[src/include/pwmsh_pkg.sv]
// Constants and register map for the PWM output shaping block.
// How it works
// - Third A bridge bit: 0 half, 1 full.
// - Third B bridge bit: 0 half, 1 full.
// - Shaping settings writable only during power-down.
// - Minus disable bit turns off half-bridge minus.
// - Minus disable ignored for full-bridge channels.
// - Common minimum pulse, 0 to 31 periods.
// - Minus output lags plus by skew periods.
// - A pair lags B pair by delay periods.
// - Rejection enable bit drives its pin level.
// - Rejection reset pin low while bit is 0.
// - Feedback logic enabled only while bit set.
// - Sync clock is crystal divided by 2^(4+code), codes 1 to 6.
// - Shift and 19-bit scale layout, MSB first.
// - Coefficient is signed 1.18 scale times 2^shift.
package pwmsh_pkg;
    // Register indexes; the APB byte address is four times the index.
    localparam logic [7:0] IDX_POWER = 8'h02;
    localparam logic [7:0] IDX_PWM_CFG = 8'h31;
    localparam logic [7:0] IDX_MIN_PULSE = 8'h32;
    localparam logic [7:0] IDX_DELAY = 8'h33;
    localparam logic [7:0] IDX_SUPPLY = 8'h34;
    localparam logic [7:0] IDX_DEC_HI = 8'h35;
    localparam logic [7:0] IDX_DEC_MID = 8'h36;
    localparam logic [7:0] IDX_DEC_LO = 8'h37;
    localparam int ADDR_W = 12;

    // Field positions.
    localparam int BIT_POWER_DOWN = 0;
    localparam int BIT_THIRD_A = 2;
    localparam int BIT_THIRD_B = 1;
    localparam int BIT_MINUS_DIS = 7;
    localparam int MIN_PULSE_LSB = 0;
    localparam int SKEW_LSB = 5;
    localparam int SIDE_LSB = 0;
    localparam int BIT_SR_ENABLE = 7;
    localparam int BIT_SR_RESET = 6;
    localparam int BIT_FEEDBACK = 5;
    localparam int SYNC_LSB = 0;
    localparam int SHIFT_LSB = 4;
    localparam int SCALE_HI_LSB = 0;

    // Writable bits of each register; the rest read as zero.
    localparam logic [7:0] MASK_POWER = 8'h01;
    localparam logic [7:0] MASK_PWM_CFG = 8'h06;
    localparam logic [7:0] MASK_MIN_PULSE = 8'h9f;
    localparam logic [7:0] MASK_DELAY = 8'hff;
    localparam logic [7:0] MASK_SUPPLY = 8'he7;
    localparam logic [7:0] MASK_DEC_HI = 8'h77;
    localparam logic [7:0] MASK_DEC_BYTE = 8'hff;

    // Reset values.
    localparam logic [7:0] RST_POWER = 8'h01;
    localparam logic [7:0] RST_PWM_CFG = 8'h00;
    localparam logic [7:0] RST_MIN_PULSE = 8'h00;
    localparam logic [7:0] RST_DELAY = 8'h00;
    localparam logic [7:0] RST_SUPPLY = 8'h00;
    localparam logic [7:0] RST_DEC_HI = 8'h22;
    localparam logic [7:0] RST_DEC_MID = 8'h58;
    localparam logic [7:0] RST_DEC_LO = 8'h68;

    // Sync divider: code 1 selects divide by 32, i.e. counter bit 4.
    localparam int SYNC_CNT_W = 10;
    localparam logic [2:0] SYNC_CODE_OFF = 3'h0;
    localparam logic [2:0] SYNC_CODE_MAX = 3'h6;
    localparam logic [3:0] SYNC_BASE_BIT = 4'h4;

    // Channel shaping geometry, counted in PWM master clock periods.
    localparam int NUM_CH = 6;
    localparam int HIST_W = 39;
    localparam logic [4:0] RUN_MAX = 5'h1f;
    localparam int COEF_W = 26;
endpackage

[src/core/pwmsh_channel.sv]
// One PWM channel: minimum pulse stretch, delays and minus output gating.
`timescale 1ns/1ps
module pwmsh_channel (
    input wire logic clk,
    input wire logic rst_n,
    input wire logic mod_pos,
    input wire logic mod_neg,
    input wire logic [4:0] min_pulse,
    input wire logic [4:0] side_delay,
    input wire logic [2:0] skew,
    input wire logic neg_off,
    output logic pwm_pos,
    output logic pwm_neg
);
    logic pos_shp_r, pos_shp_nxt, neg_shp_r, neg_shp_nxt;
    logic [4:0] pos_run_r, pos_run_nxt, neg_run_r, neg_run_nxt;
    logic [pwmsh_pkg::HIST_W-1:0] pos_hist_r, pos_hist_nxt;
    logic [pwmsh_pkg::HIST_W-1:0] neg_hist_r, neg_hist_nxt;
    logic pos_out_r, pos_out_nxt, neg_out_r, neg_out_nxt;

    // A level may only change once it has stood min cycles.
    function automatic logic [5:0] shape_step(input logic want,
            input logic cur, input logic [4:0] run, input logic [4:0] mn);
        logic [4:0] r;
        r = (run == pwmsh_pkg::RUN_MAX) ? run : run + 5'h01;
        if (want != cur && run >= mn) begin
            shape_step = {want, 5'h01};
        end else begin
            shape_step = {cur, r};
        end
    endfunction

    // Delay tap: zero means the current value, n means n cycles ago.
    function automatic logic tap(input logic [pwmsh_pkg::HIST_W-1:0] h,
            input logic cur, input logic [5:0] n);
        if (n == 6'h00) begin
            tap = cur;
        end else begin
            tap = h[n - 6'h01];
        end
    endfunction

    // Both outputs get the same minimum so the pair stays symmetric.
    always_comb begin
        {pos_shp_nxt, pos_run_nxt} =
            shape_step(mod_pos, pos_shp_r, pos_run_r, min_pulse);
        {neg_shp_nxt, neg_run_nxt} =
            shape_step(mod_neg, neg_shp_r, neg_run_r, min_pulse);
        pos_hist_nxt = {pos_hist_r[pwmsh_pkg::HIST_W-2:0], pos_shp_r};
        neg_hist_nxt = {neg_hist_r[pwmsh_pkg::HIST_W-2:0], neg_shp_r};
        pos_out_nxt = tap(pos_hist_r, pos_shp_r, {1'b0, side_delay});
        // Minus sees the side delay plus its own skew.
        neg_out_nxt = tap(neg_hist_r, neg_shp_r,
            {1'b0, side_delay} + {3'h0, skew});
        if (neg_off) begin
            neg_out_nxt = 1'b0;
        end
    end

    // Run counters start saturated so the first edge is never held.
    always_ff @(posedge clk or negedge rst_n) begin
        if (!rst_n) begin
            pos_shp_r <= 1'b0;
            neg_shp_r <= 1'b0;
            pos_run_r <= pwmsh_pkg::RUN_MAX;
            neg_run_r <= pwmsh_pkg::RUN_MAX;
            pos_hist_r <= '0;
            neg_hist_r <= '0;
            pos_out_r <= 1'b0;
            neg_out_r <= 1'b0;
        end else begin
            pos_shp_r <= pos_shp_nxt;
            neg_shp_r <= neg_shp_nxt;
            pos_run_r <= pos_run_nxt;
            neg_run_r <= neg_run_nxt;
            pos_hist_r <= pos_hist_nxt;
            neg_hist_r <= neg_hist_nxt;
            pos_out_r <= pos_out_nxt;
            neg_out_r <= neg_out_nxt;
        end
    end

    assign pwm_pos = pos_out_r;
    assign pwm_neg = neg_out_r;
endmodule

[src/core/pwmsh_top.sv]
// APB register file, supply rejection controls and six shaped PWM channels.
`timescale 1ns/1ps
module pwmsh_top (
    input wire logic clk,
    input wire logic arst_n,
    input wire logic psel,
    input wire logic penable,
    input wire logic pwrite,
    input wire logic [pwmsh_pkg::ADDR_W-1:0] paddr,
    input wire logic [31:0] pwdata,
    input wire logic [3:0] pstrb,
    output logic [31:0] prdata,
    output logic pready,
    output logic pslverr,
    input wire logic [5:0] mod_pos,
    input wire logic [5:0] mod_neg,
    input wire logic [3:0] pair12_full_bridge,
    output logic [5:0] pwm_positive_output,
    output logic [5:0] pwm_negative_output,
    output logic supply_rejection_enable,
    output logic supply_rejection_reset_n,
    output logic feedback_enable,
    output logic supply_sync_clock,
    output logic global_power_down,
    output logic [2:0] dec_shift,
    output logic [18:0] dec_scale,
    output logic [pwmsh_pkg::COEF_W-1:0] supply_coefficient
);
    logic rst_meta_r, rst_n_r;

    logic [7:0] power_r, power_nxt;
    logic [7:0] pwm_cfg_r, pwm_cfg_nxt;
    logic [7:0] min_pulse_r, min_pulse_nxt;
    logic [7:0] delay_r, delay_nxt;
    logic [7:0] supply_r, supply_nxt;
    logic [7:0] dec_hi_r, dec_hi_nxt;
    logic [7:0] dec_mid_r, dec_mid_nxt;
    logic [7:0] dec_lo_r, dec_lo_nxt;

    logic [31:0] prdata_r, prdata_nxt;
    logic pready_r;
    logic pslverr_r, pslverr_nxt;

    logic [pwmsh_pkg::SYNC_CNT_W-1:0] sync_cnt_r, sync_cnt_nxt;
    logic sync_clk_r, sync_clk_nxt;
    logic [pwmsh_pkg::COEF_W-1:0] coef_r, coef_nxt;

    logic addr_ok;
    logic [7:0] idx;
    logic setup_ph;
    logic wr_take;
    logic shaping_open;
    logic [5:0] full_bridge;
    logic [5:0] neg_off;
    logic [18:0] scale_val;
    logic [2:0] shift_val;

    // Reset is released through two flops so no flop sees a ragged edge.
    always_ff @(posedge clk or negedge arst_n) begin
        if (!arst_n) begin
            rst_meta_r <= 1'b0;
            rst_n_r <= 1'b0;
        end else begin
            rst_meta_r <= 1'b1;
            rst_n_r <= rst_meta_r;
        end
    end

    // Address decode: word aligned and inside the index range only.
    function automatic logic is_mapped(input logic [7:0] i);
        is_mapped = (i == pwmsh_pkg::IDX_POWER)
            || (i >= pwmsh_pkg::IDX_PWM_CFG && i <= pwmsh_pkg::IDX_DEC_LO);
    endfunction

    // Merge a byte write through the writable-bit mask.
    function automatic logic [7:0] merge(input logic [7:0] d,
            input logic [7:0] m);
        merge = d & m;
    endfunction

    assign idx = paddr[9:2];
    assign addr_ok = (paddr[1:0] == 2'b00) && (paddr[11:10] == 2'b00)
        && is_mapped(idx);
    assign setup_ph = psel && !penable;
    // The slave never inserts wait states, so the access edge is the
    // only moment a write can take effect.
    assign wr_take = psel && penable && pready_r && pwrite && pstrb[0];
    // Changing the shaping while modulators run would glitch the bridge.
    assign shaping_open = power_r[pwmsh_pkg::BIT_POWER_DOWN];

    // Register writes: shaping settings only move during power-down.
    always_comb begin
        power_nxt = power_r;
        pwm_cfg_nxt = pwm_cfg_r;
        min_pulse_nxt = min_pulse_r;
        delay_nxt = delay_r;
        supply_nxt = supply_r;
        dec_hi_nxt = dec_hi_r;
        dec_mid_nxt = dec_mid_r;
        dec_lo_nxt = dec_lo_r;
        if (wr_take && addr_ok) begin
            unique case (idx)
                pwmsh_pkg::IDX_POWER: begin
                    power_nxt = merge(pwdata[7:0], pwmsh_pkg::MASK_POWER);
                end
                pwmsh_pkg::IDX_PWM_CFG: begin
                    if (shaping_open) begin
                        pwm_cfg_nxt = merge(pwdata[7:0],
                            pwmsh_pkg::MASK_PWM_CFG);
                    end
                end
                pwmsh_pkg::IDX_MIN_PULSE: begin
                    if (shaping_open) begin
                        min_pulse_nxt = merge(pwdata[7:0],
                            pwmsh_pkg::MASK_MIN_PULSE);
                    end
                end
                pwmsh_pkg::IDX_DELAY: begin
                    if (shaping_open) begin
                        delay_nxt = merge(pwdata[7:0],
                            pwmsh_pkg::MASK_DELAY);
                    end
                end
                pwmsh_pkg::IDX_SUPPLY: begin
                    supply_nxt = merge(pwdata[7:0], pwmsh_pkg::MASK_SUPPLY);
                end
                pwmsh_pkg::IDX_DEC_HI: begin
                    dec_hi_nxt = merge(pwdata[7:0],
                        pwmsh_pkg::MASK_DEC_HI);
                end
                pwmsh_pkg::IDX_DEC_MID: begin
                    dec_mid_nxt = merge(pwdata[7:0],
                        pwmsh_pkg::MASK_DEC_BYTE);
                end
                pwmsh_pkg::IDX_DEC_LO: begin
                    dec_lo_nxt = merge(pwdata[7:0],
                        pwmsh_pkg::MASK_DEC_BYTE);
                end
                default: begin
                    power_nxt = power_r;
                end
            endcase
        end
    end

    always_ff @(posedge clk or negedge rst_n_r) begin
        if (!rst_n_r) begin
            power_r <= pwmsh_pkg::RST_POWER;
            pwm_cfg_r <= pwmsh_pkg::RST_PWM_CFG;
            min_pulse_r <= pwmsh_pkg::RST_MIN_PULSE;
            delay_r <= pwmsh_pkg::RST_DELAY;
            supply_r <= pwmsh_pkg::RST_SUPPLY;
            dec_hi_r <= pwmsh_pkg::RST_DEC_HI;
            dec_mid_r <= pwmsh_pkg::RST_DEC_MID;
            dec_lo_r <= pwmsh_pkg::RST_DEC_LO;
        end else begin
            power_r <= power_nxt;
            pwm_cfg_r <= pwm_cfg_nxt;
            min_pulse_r <= min_pulse_nxt;
            delay_r <= delay_nxt;
            supply_r <= supply_nxt;
            dec_hi_r <= dec_hi_nxt;
            dec_mid_r <= dec_mid_nxt;
            dec_lo_r <= dec_lo_nxt;
        end
    end

    // Read data and error are latched in the setup cycle, so they are
    // stable from flops through the whole access phase.
    always_comb begin
        prdata_nxt = prdata_r;
        pslverr_nxt = pslverr_r;
        if (setup_ph) begin
            pslverr_nxt = !addr_ok;
            prdata_nxt = 32'h0000_0000;
            if (addr_ok && !pwrite) begin
                unique case (idx)
                    pwmsh_pkg::IDX_POWER: prdata_nxt[7:0] = power_r;
                    pwmsh_pkg::IDX_PWM_CFG: prdata_nxt[7:0] = pwm_cfg_r;
                    pwmsh_pkg::IDX_MIN_PULSE: prdata_nxt[7:0] = min_pulse_r;
                    pwmsh_pkg::IDX_DELAY: prdata_nxt[7:0] = delay_r;
                    pwmsh_pkg::IDX_SUPPLY: prdata_nxt[7:0] = supply_r;
                    pwmsh_pkg::IDX_DEC_HI: prdata_nxt[7:0] = dec_hi_r;
                    pwmsh_pkg::IDX_DEC_MID: prdata_nxt[7:0] = dec_mid_r;
                    pwmsh_pkg::IDX_DEC_LO: prdata_nxt[7:0] = dec_lo_r;
                    default: prdata_nxt = 32'h0000_0000;
                endcase
            end
        end
    end

    always_ff @(posedge clk or negedge rst_n_r) begin
        if (!rst_n_r) begin
            prdata_r <= 32'h0000_0000;
            pslverr_r <= 1'b0;
            pready_r <= 1'b0;
        end else begin
            prdata_r <= prdata_nxt;
            pslverr_r <= pslverr_nxt;
            pready_r <= 1'b1;
        end
    end

    // Sync divider: a free counter, one bit picked by the code. The
    // counter never stops so a code change takes effect at once, at the
    // price of one short half period on the switch.
    always_comb begin
        sync_cnt_nxt = sync_cnt_r + {{(pwmsh_pkg::SYNC_CNT_W-1){1'b0}}, 1'b1};
        sync_clk_nxt = 1'b0;
        if (supply_r[pwmsh_pkg::SYNC_LSB +: 3] != pwmsh_pkg::SYNC_CODE_OFF
            && supply_r[pwmsh_pkg::SYNC_LSB +: 3]
               <= pwmsh_pkg::SYNC_CODE_MAX) begin
            sync_clk_nxt = sync_cnt_r[pwmsh_pkg::SYNC_BASE_BIT
                + {1'b0, supply_r[pwmsh_pkg::SYNC_LSB +: 3]}
                - 4'h1];
        end
    end

    always_ff @(posedge clk or negedge rst_n_r) begin
        if (!rst_n_r) begin
            sync_cnt_r <= '0;
            sync_clk_r <= 1'b0;
        end else begin
            sync_cnt_r <= sync_cnt_nxt;
            sync_clk_r <= sync_clk_nxt;
        end
    end

    // Coefficient: sign-extended 1.18 scale shifted left by shift.
    assign scale_val = {dec_hi_r[pwmsh_pkg::SCALE_HI_LSB +: 3],
        dec_mid_r, dec_lo_r};
    assign shift_val = dec_hi_r[pwmsh_pkg::SHIFT_LSB +: 3];

    always_comb begin
        coef_nxt = {{(pwmsh_pkg::COEF_W-19){scale_val[18]}}, scale_val}
            <<< shift_val;
    end

    always_ff @(posedge clk or negedge rst_n_r) begin
        if (!rst_n_r) begin
            coef_r <= '0;
        end else begin
            coef_r <= coef_nxt;
        end
    end

    // Bridge mode per channel; order A1 B1 A2 B2 A3 B3.
    assign full_bridge = {pwm_cfg_r[pwmsh_pkg::BIT_THIRD_B],
        pwm_cfg_r[pwmsh_pkg::BIT_THIRD_A], pair12_full_bridge};
    // Minus disable only bites on half-bridge channels.
    assign neg_off = {6{min_pulse_r[pwmsh_pkg::BIT_MINUS_DIS]}}
        & ~full_bridge;

    // A channels sit at even positions and carry the side delay.
    for (genvar ch = 0; ch < pwmsh_pkg::NUM_CH; ch++) begin : g_ch
        pwmsh_channel u_ch (
            .clk(clk),
            .rst_n(rst_n_r),
            .mod_pos(mod_pos[ch]),
            .mod_neg(mod_neg[ch]),
            .min_pulse(min_pulse_r[pwmsh_pkg::MIN_PULSE_LSB +: 5]),
            .side_delay((ch % 2 == 0)
                ? delay_r[pwmsh_pkg::SIDE_LSB +: 5] : 5'h00),
            .skew(delay_r[pwmsh_pkg::SKEW_LSB +: 3]),
            .neg_off(neg_off[ch]),
            .pwm_pos(pwm_positive_output[ch]),
            .pwm_neg(pwm_negative_output[ch])
        );
    end

    // Supply enable, reset and feedback pins follow their register bits directly; the sync pin comes from the divider.
    assign supply_rejection_enable = supply_r[pwmsh_pkg::BIT_SR_ENABLE];
    assign supply_rejection_reset_n =
        supply_r[pwmsh_pkg::BIT_SR_RESET];
    assign feedback_enable = supply_r[pwmsh_pkg::BIT_FEEDBACK];
    assign supply_sync_clock = sync_clk_r;
    assign global_power_down = power_r[pwmsh_pkg::BIT_POWER_DOWN];
    assign dec_shift = shift_val;
    assign dec_scale = scale_val;
    assign supply_coefficient = coef_r;
    assign prdata = prdata_r;
    assign pready = pready_r;
    assign pslverr = pslverr_r;
endmodule

[config.mk]
export PLATFORM = sky130hd
export DESIGN_NAME = pwmsh_top
export DESIGN_NICKNAME = d
export VERILOG_FILES = /design/src/include/pwmsh_pkg.sv /design/src/core/pwmsh_channel.sv /design/src/core/pwmsh_top.sv
export SDC_FILE = /design/constraint.sdc
export NUM_CORES = 1
export LEC_CHECK = 0
export BUFFER_PORTS_ARGS = -buffer_cell sky130_fd_sc_hd__buf_2
export CAP_MARGIN = 40
export CORE_UTILIZATION = 45
export DETAILED_ROUTE_END_ITERATION = 16
export SETUP_SLACK_MARGIN = 0.4
export SYNTH_ARGS = -nofsm -noshare
export SYNTH_HDL_FRONTEND = slang
export SYNTH_HIERARCHICAL = 1
export SYNTH_SLANG_ARGS = --single-unit
export TNS_END_PERCENT = 30
[constraint.sdc]
create_clock -name clk -period 24.9 [get_ports clk]
set_input_delay 7.47 -clock clk [delete_from_list [all_inputs] [get_ports clk]]
set_output_delay 7.47 -clock clk [all_outputs]
set_load 0.03 [all_outputs]
==> key figures <==
Floorplanning
  • Starting Density: 45.9%
  • Core Area: 58000 um^2
  • Die area: 60100 um^2
  • Row cnt: 88
  • Io pins: 168
  • Die Ht: 245 um
  • Die width: 245 um

Layout
  • Area of the multi-input gates: 11000 um^2
  • Area grow syn2layout: 14.6%
  • Layout cells sized above 1: 23.3%
  • Commonest non-fill, non-tap cell in the layout: dfrtp_1
  • Most frequent cells in the layout: dfrtp_1, ha_1, buf_2, conb_1, mux2_2
  • FF+latch area: 15200 um^2
  • Finished Core Util: 52.6%
  • Nets: 2256
  • N_diodes: 0
  • Final Non-Filler Cells: 2873
  • Fillcell total: 4863

Synthesis
  • #FFs+latches synth: 604
  • Top_reg_cell synth: dfrtp_1
  • Xor-xnor portion of the synthesized cell area: 3.87%
  • Compound-cell area share of the yosys netlist: 6.65%
  • Yosys warns: 6
  • Area share of and/or/nand/nor cells after synthesis: 6.04%
  • Post-Syn Area per Cell: 14.4 um^2
  • Ys async rst share: 100%
  • Post-synth EDFFs: 0
  • Mapped Area: 26600 um^2
  • Distinct cells, synth: 63
  • Adder-Cell Fraction of Synth Area: 6.28%
  • Mux cell area share after synthesis: 17.1%
  • Largest family of logic cells by synthesized area: multiplexers
  • Sequential area share after synthesis: 57.1%
  • Post-Syn Instances: 1846

Hold path
  • Worst hold path class: flip-flop to async pin

Clock network
  • CTS sink cnt: 604
  • CTS Hold Bufs: 0
  • CTS root buf: clkbuf_16
  • H-tree Lvls: 3
  • Deepest clock path buffer count: 3
  • Clock insertion delay at the later pin of the skew report: 600 ps
  • Postcts setup bufs: 0
  • Post-CTS sizing: 0
  • CTS tree: built
  • Total CTS buffers: 67
  • Clock slew seen by the registers of the worst setup and hold paths: 60 ps

Placement
  • GP Congestion: 0.819
  • Hpwl dp: 35000 um
  • Inst Count DP: 2753
  • I/O Buffers: 116

Setup path
  • Crit path buffers/inverters: 1
  • CP delay by family, top: flip-flops
  • WS Path Type: flip-flop to output pin
  • WP data required: 17430 ps
  • Critical-path top delay cell: dfstp_2
  • Crit-path cells: buf_2
  • Crit path DAT: 1840 ps
  • Crit start category: flip-flop
  • Crit path largest cell delay: 920 ps
  • CP endpoint kind: output pin
  • Worst Path Max Fanout: 27

Routing
  • Initial DRC Count: 696
  • Drt first pass iters: 5
  • DRC errors left: 0
  • Final ANT Viol Nets: 0
  • Via/cell ratio: 5.27
  • Drt wl/cell: 18.2 um
  • WL final: 52200 um
  • Vias: 15142

Power and ir drop
  • Leak: 13.7 nW
  • Net Sw Power: 0.000864 W
  • Peak supply drop: 67.6 uV
  • Clk pwr share: 31.3%
  • Combinational cell fraction of total power: 17.4%
  • Net switching share of the total power: 26.9%
  • Pwr Density: 105 nW/um^2
  • Total design power: 0.00321 W
  • Seq pwr share: 51.3%
  • Int Power: 0.00235 W

Timing
  • RSZ-0062 raised after global routing: false
  • Slew Viols, Final: 0
  • Skew final: 25.6 ps
  • Tcrit/Tclk final: 37.4%
  • Fmax: 107 MHz
  • Actual transition at the worst max-transition pin: 887 ps
  • Setup violators final: 0
  • Hold Fails Final Rpt: 0
  • Max_slew headroom: 40.9%
  • Clock period minus worst slack: 9310 ps
  • Setup TNS: 0 ps

Global routing
  • GR Overflow Total: 0
  • Antenna violations before repair: 6
  • GRT Overall Usage: 18.0%
  • First-pass GRT wire length: 85600 um
  • Vias in the first global route: 15787
  • Pin count of the biggest net entering global routing: 155

Status
  • Status: completed

Flow run
  • Max cap viols: 0
cell usage after synthesis (all sizes together) (7+ instances only):
master   count  area share (%)
o2111ai     12            0.39
a31oi       20            0.47
nand2       74             1.0
mux4       118              11
nand3       30            0.56
mux2i       76             2.9
nand4b      15            0.55
nand2b      15            0.35
xor2        38             1.3
ha         124             5.8
buf         49             1.3
a211oi      12            0.45
inv         84             1.2
mux2        87             3.7
and3        16            0.38
nor2b       27            0.63
o211ai      13            0.37
xnor2       54             2.1
dfstp       69             6.8
nor3        35            0.70
a21o        60             1.7
clkbuf      28            0.42
nor2        64             1.0
o21a         7            0.20
a21oi       66             1.2
o21ai       33            0.62
dfrtp      535              50
area by class of cell:
| cell class | instances | share of cell area, % |
|---|---|---|
| multi-input combinational | 1167 | 36.0 |
| clock inverter | 23 | 1.10 |
| clock buffer | 97 | 6.27 |
| timing repair buffer | 132 | 2.64 |
| sequential | 604 | 49.9 |
| tap | 765 | 3.14 |
| inverter | 85 | 1.05 |
power groups by stage:
stage / Clock (W) / Combinational (W) / Sequential, W
after floorplan: 0 / 0.000434 / 0.00161
after global placement: 0 / 0.000548 / 0.00164
after detailed placement: 0 / 0.000562 / 0.00166
after CTS: 0.00104 / 0.000566 / 0.00166
after global routing: 0.00108 / 0.000623 / 0.00171
final: 0.00100 / 0.000560 / 0.00165
metrics by stage:
stage                     setup WS, ps  hold slack (ps)  cell area, um^2
after global placement           15030              337            28100
after CTS                        15580              304            30500
after floorplan                   6940              331            26900
after global routing             15530              322            30500
final                            15590              282            30500
after detailed placement         15240              304            28300
flip-flops by register name, indices dropped and copies added, names as in the netlist, 10 cells and up:
signal                count
sync_cnt_r               10
supply_coefficient       26
g_ch.u_ch/neg_hist_r    234
g_ch.u_ch/pos_run_r      30
g_ch.u_ch/neg_run_r      30
g_ch.u_ch/pos_hist_r    192
worst paths after layout:
kind / start / to / slack, ps / depth (start not counted)
setup / recovery: dec_hi_r[5]$_DFFE_PN1P_ / dec_shift[1] / 15590 / 1
hold reg to reg: rst_n_r$_DFF_PN0_ / g_ch[2].u_ch/neg_hist_r[19]$_DFF_PN0_ / 280 / 0
hold / removal: rst_n_r$_DFF_PN0_ / g_ch[2].u_ch/neg_hist_r[19]$_DFF_PN0_ / 280 / 0
setup reg to reg: delay_r[5]$_DFFE_PN0P_ / g_ch[0].u_ch/pwm_neg$_DFF_PN0_ / 21230 / 7
max in group asynchronous: arst_n / rst_n_r$_DFF_PN0_ / 18130 / 1
min in group clk: rst_meta_r$_DFF_PN0_ / rst_n_r$_DFF_PN0_ / 360 / 0
cell families (layout without fill, tap and decap cells):
kind of cell / after synthesis / in the layout
adder cells (fa/ha/maj): 130 / 130
XOR/XNOR: 98 / 98
AND/OR/NAND/NOR: 306 / 306
other: 2 / 89
multiplexers: 281 / 281
buffers and inverters: 162 / 337
AO/OA/AOI/OAI: 263 / 263
flip-flops: 604 / 604
routing by layer:
| metal | up-vias | part of all wire (%) | global-route usage [%] |
|---|---|---|---|
| li1 | 7075 | - | - |
| met1 | 7751 | 45 | 24.6 |
| met2 | 204 | 48 | 28.4 |
| met3 | 100 | 3.9 | 4.08 |
| met4 | 12 | 2.5 | 5.99 |
| met5 | - | 0.14 | 0 |
No activity file was read; power rests on OpenSTA's default activity.
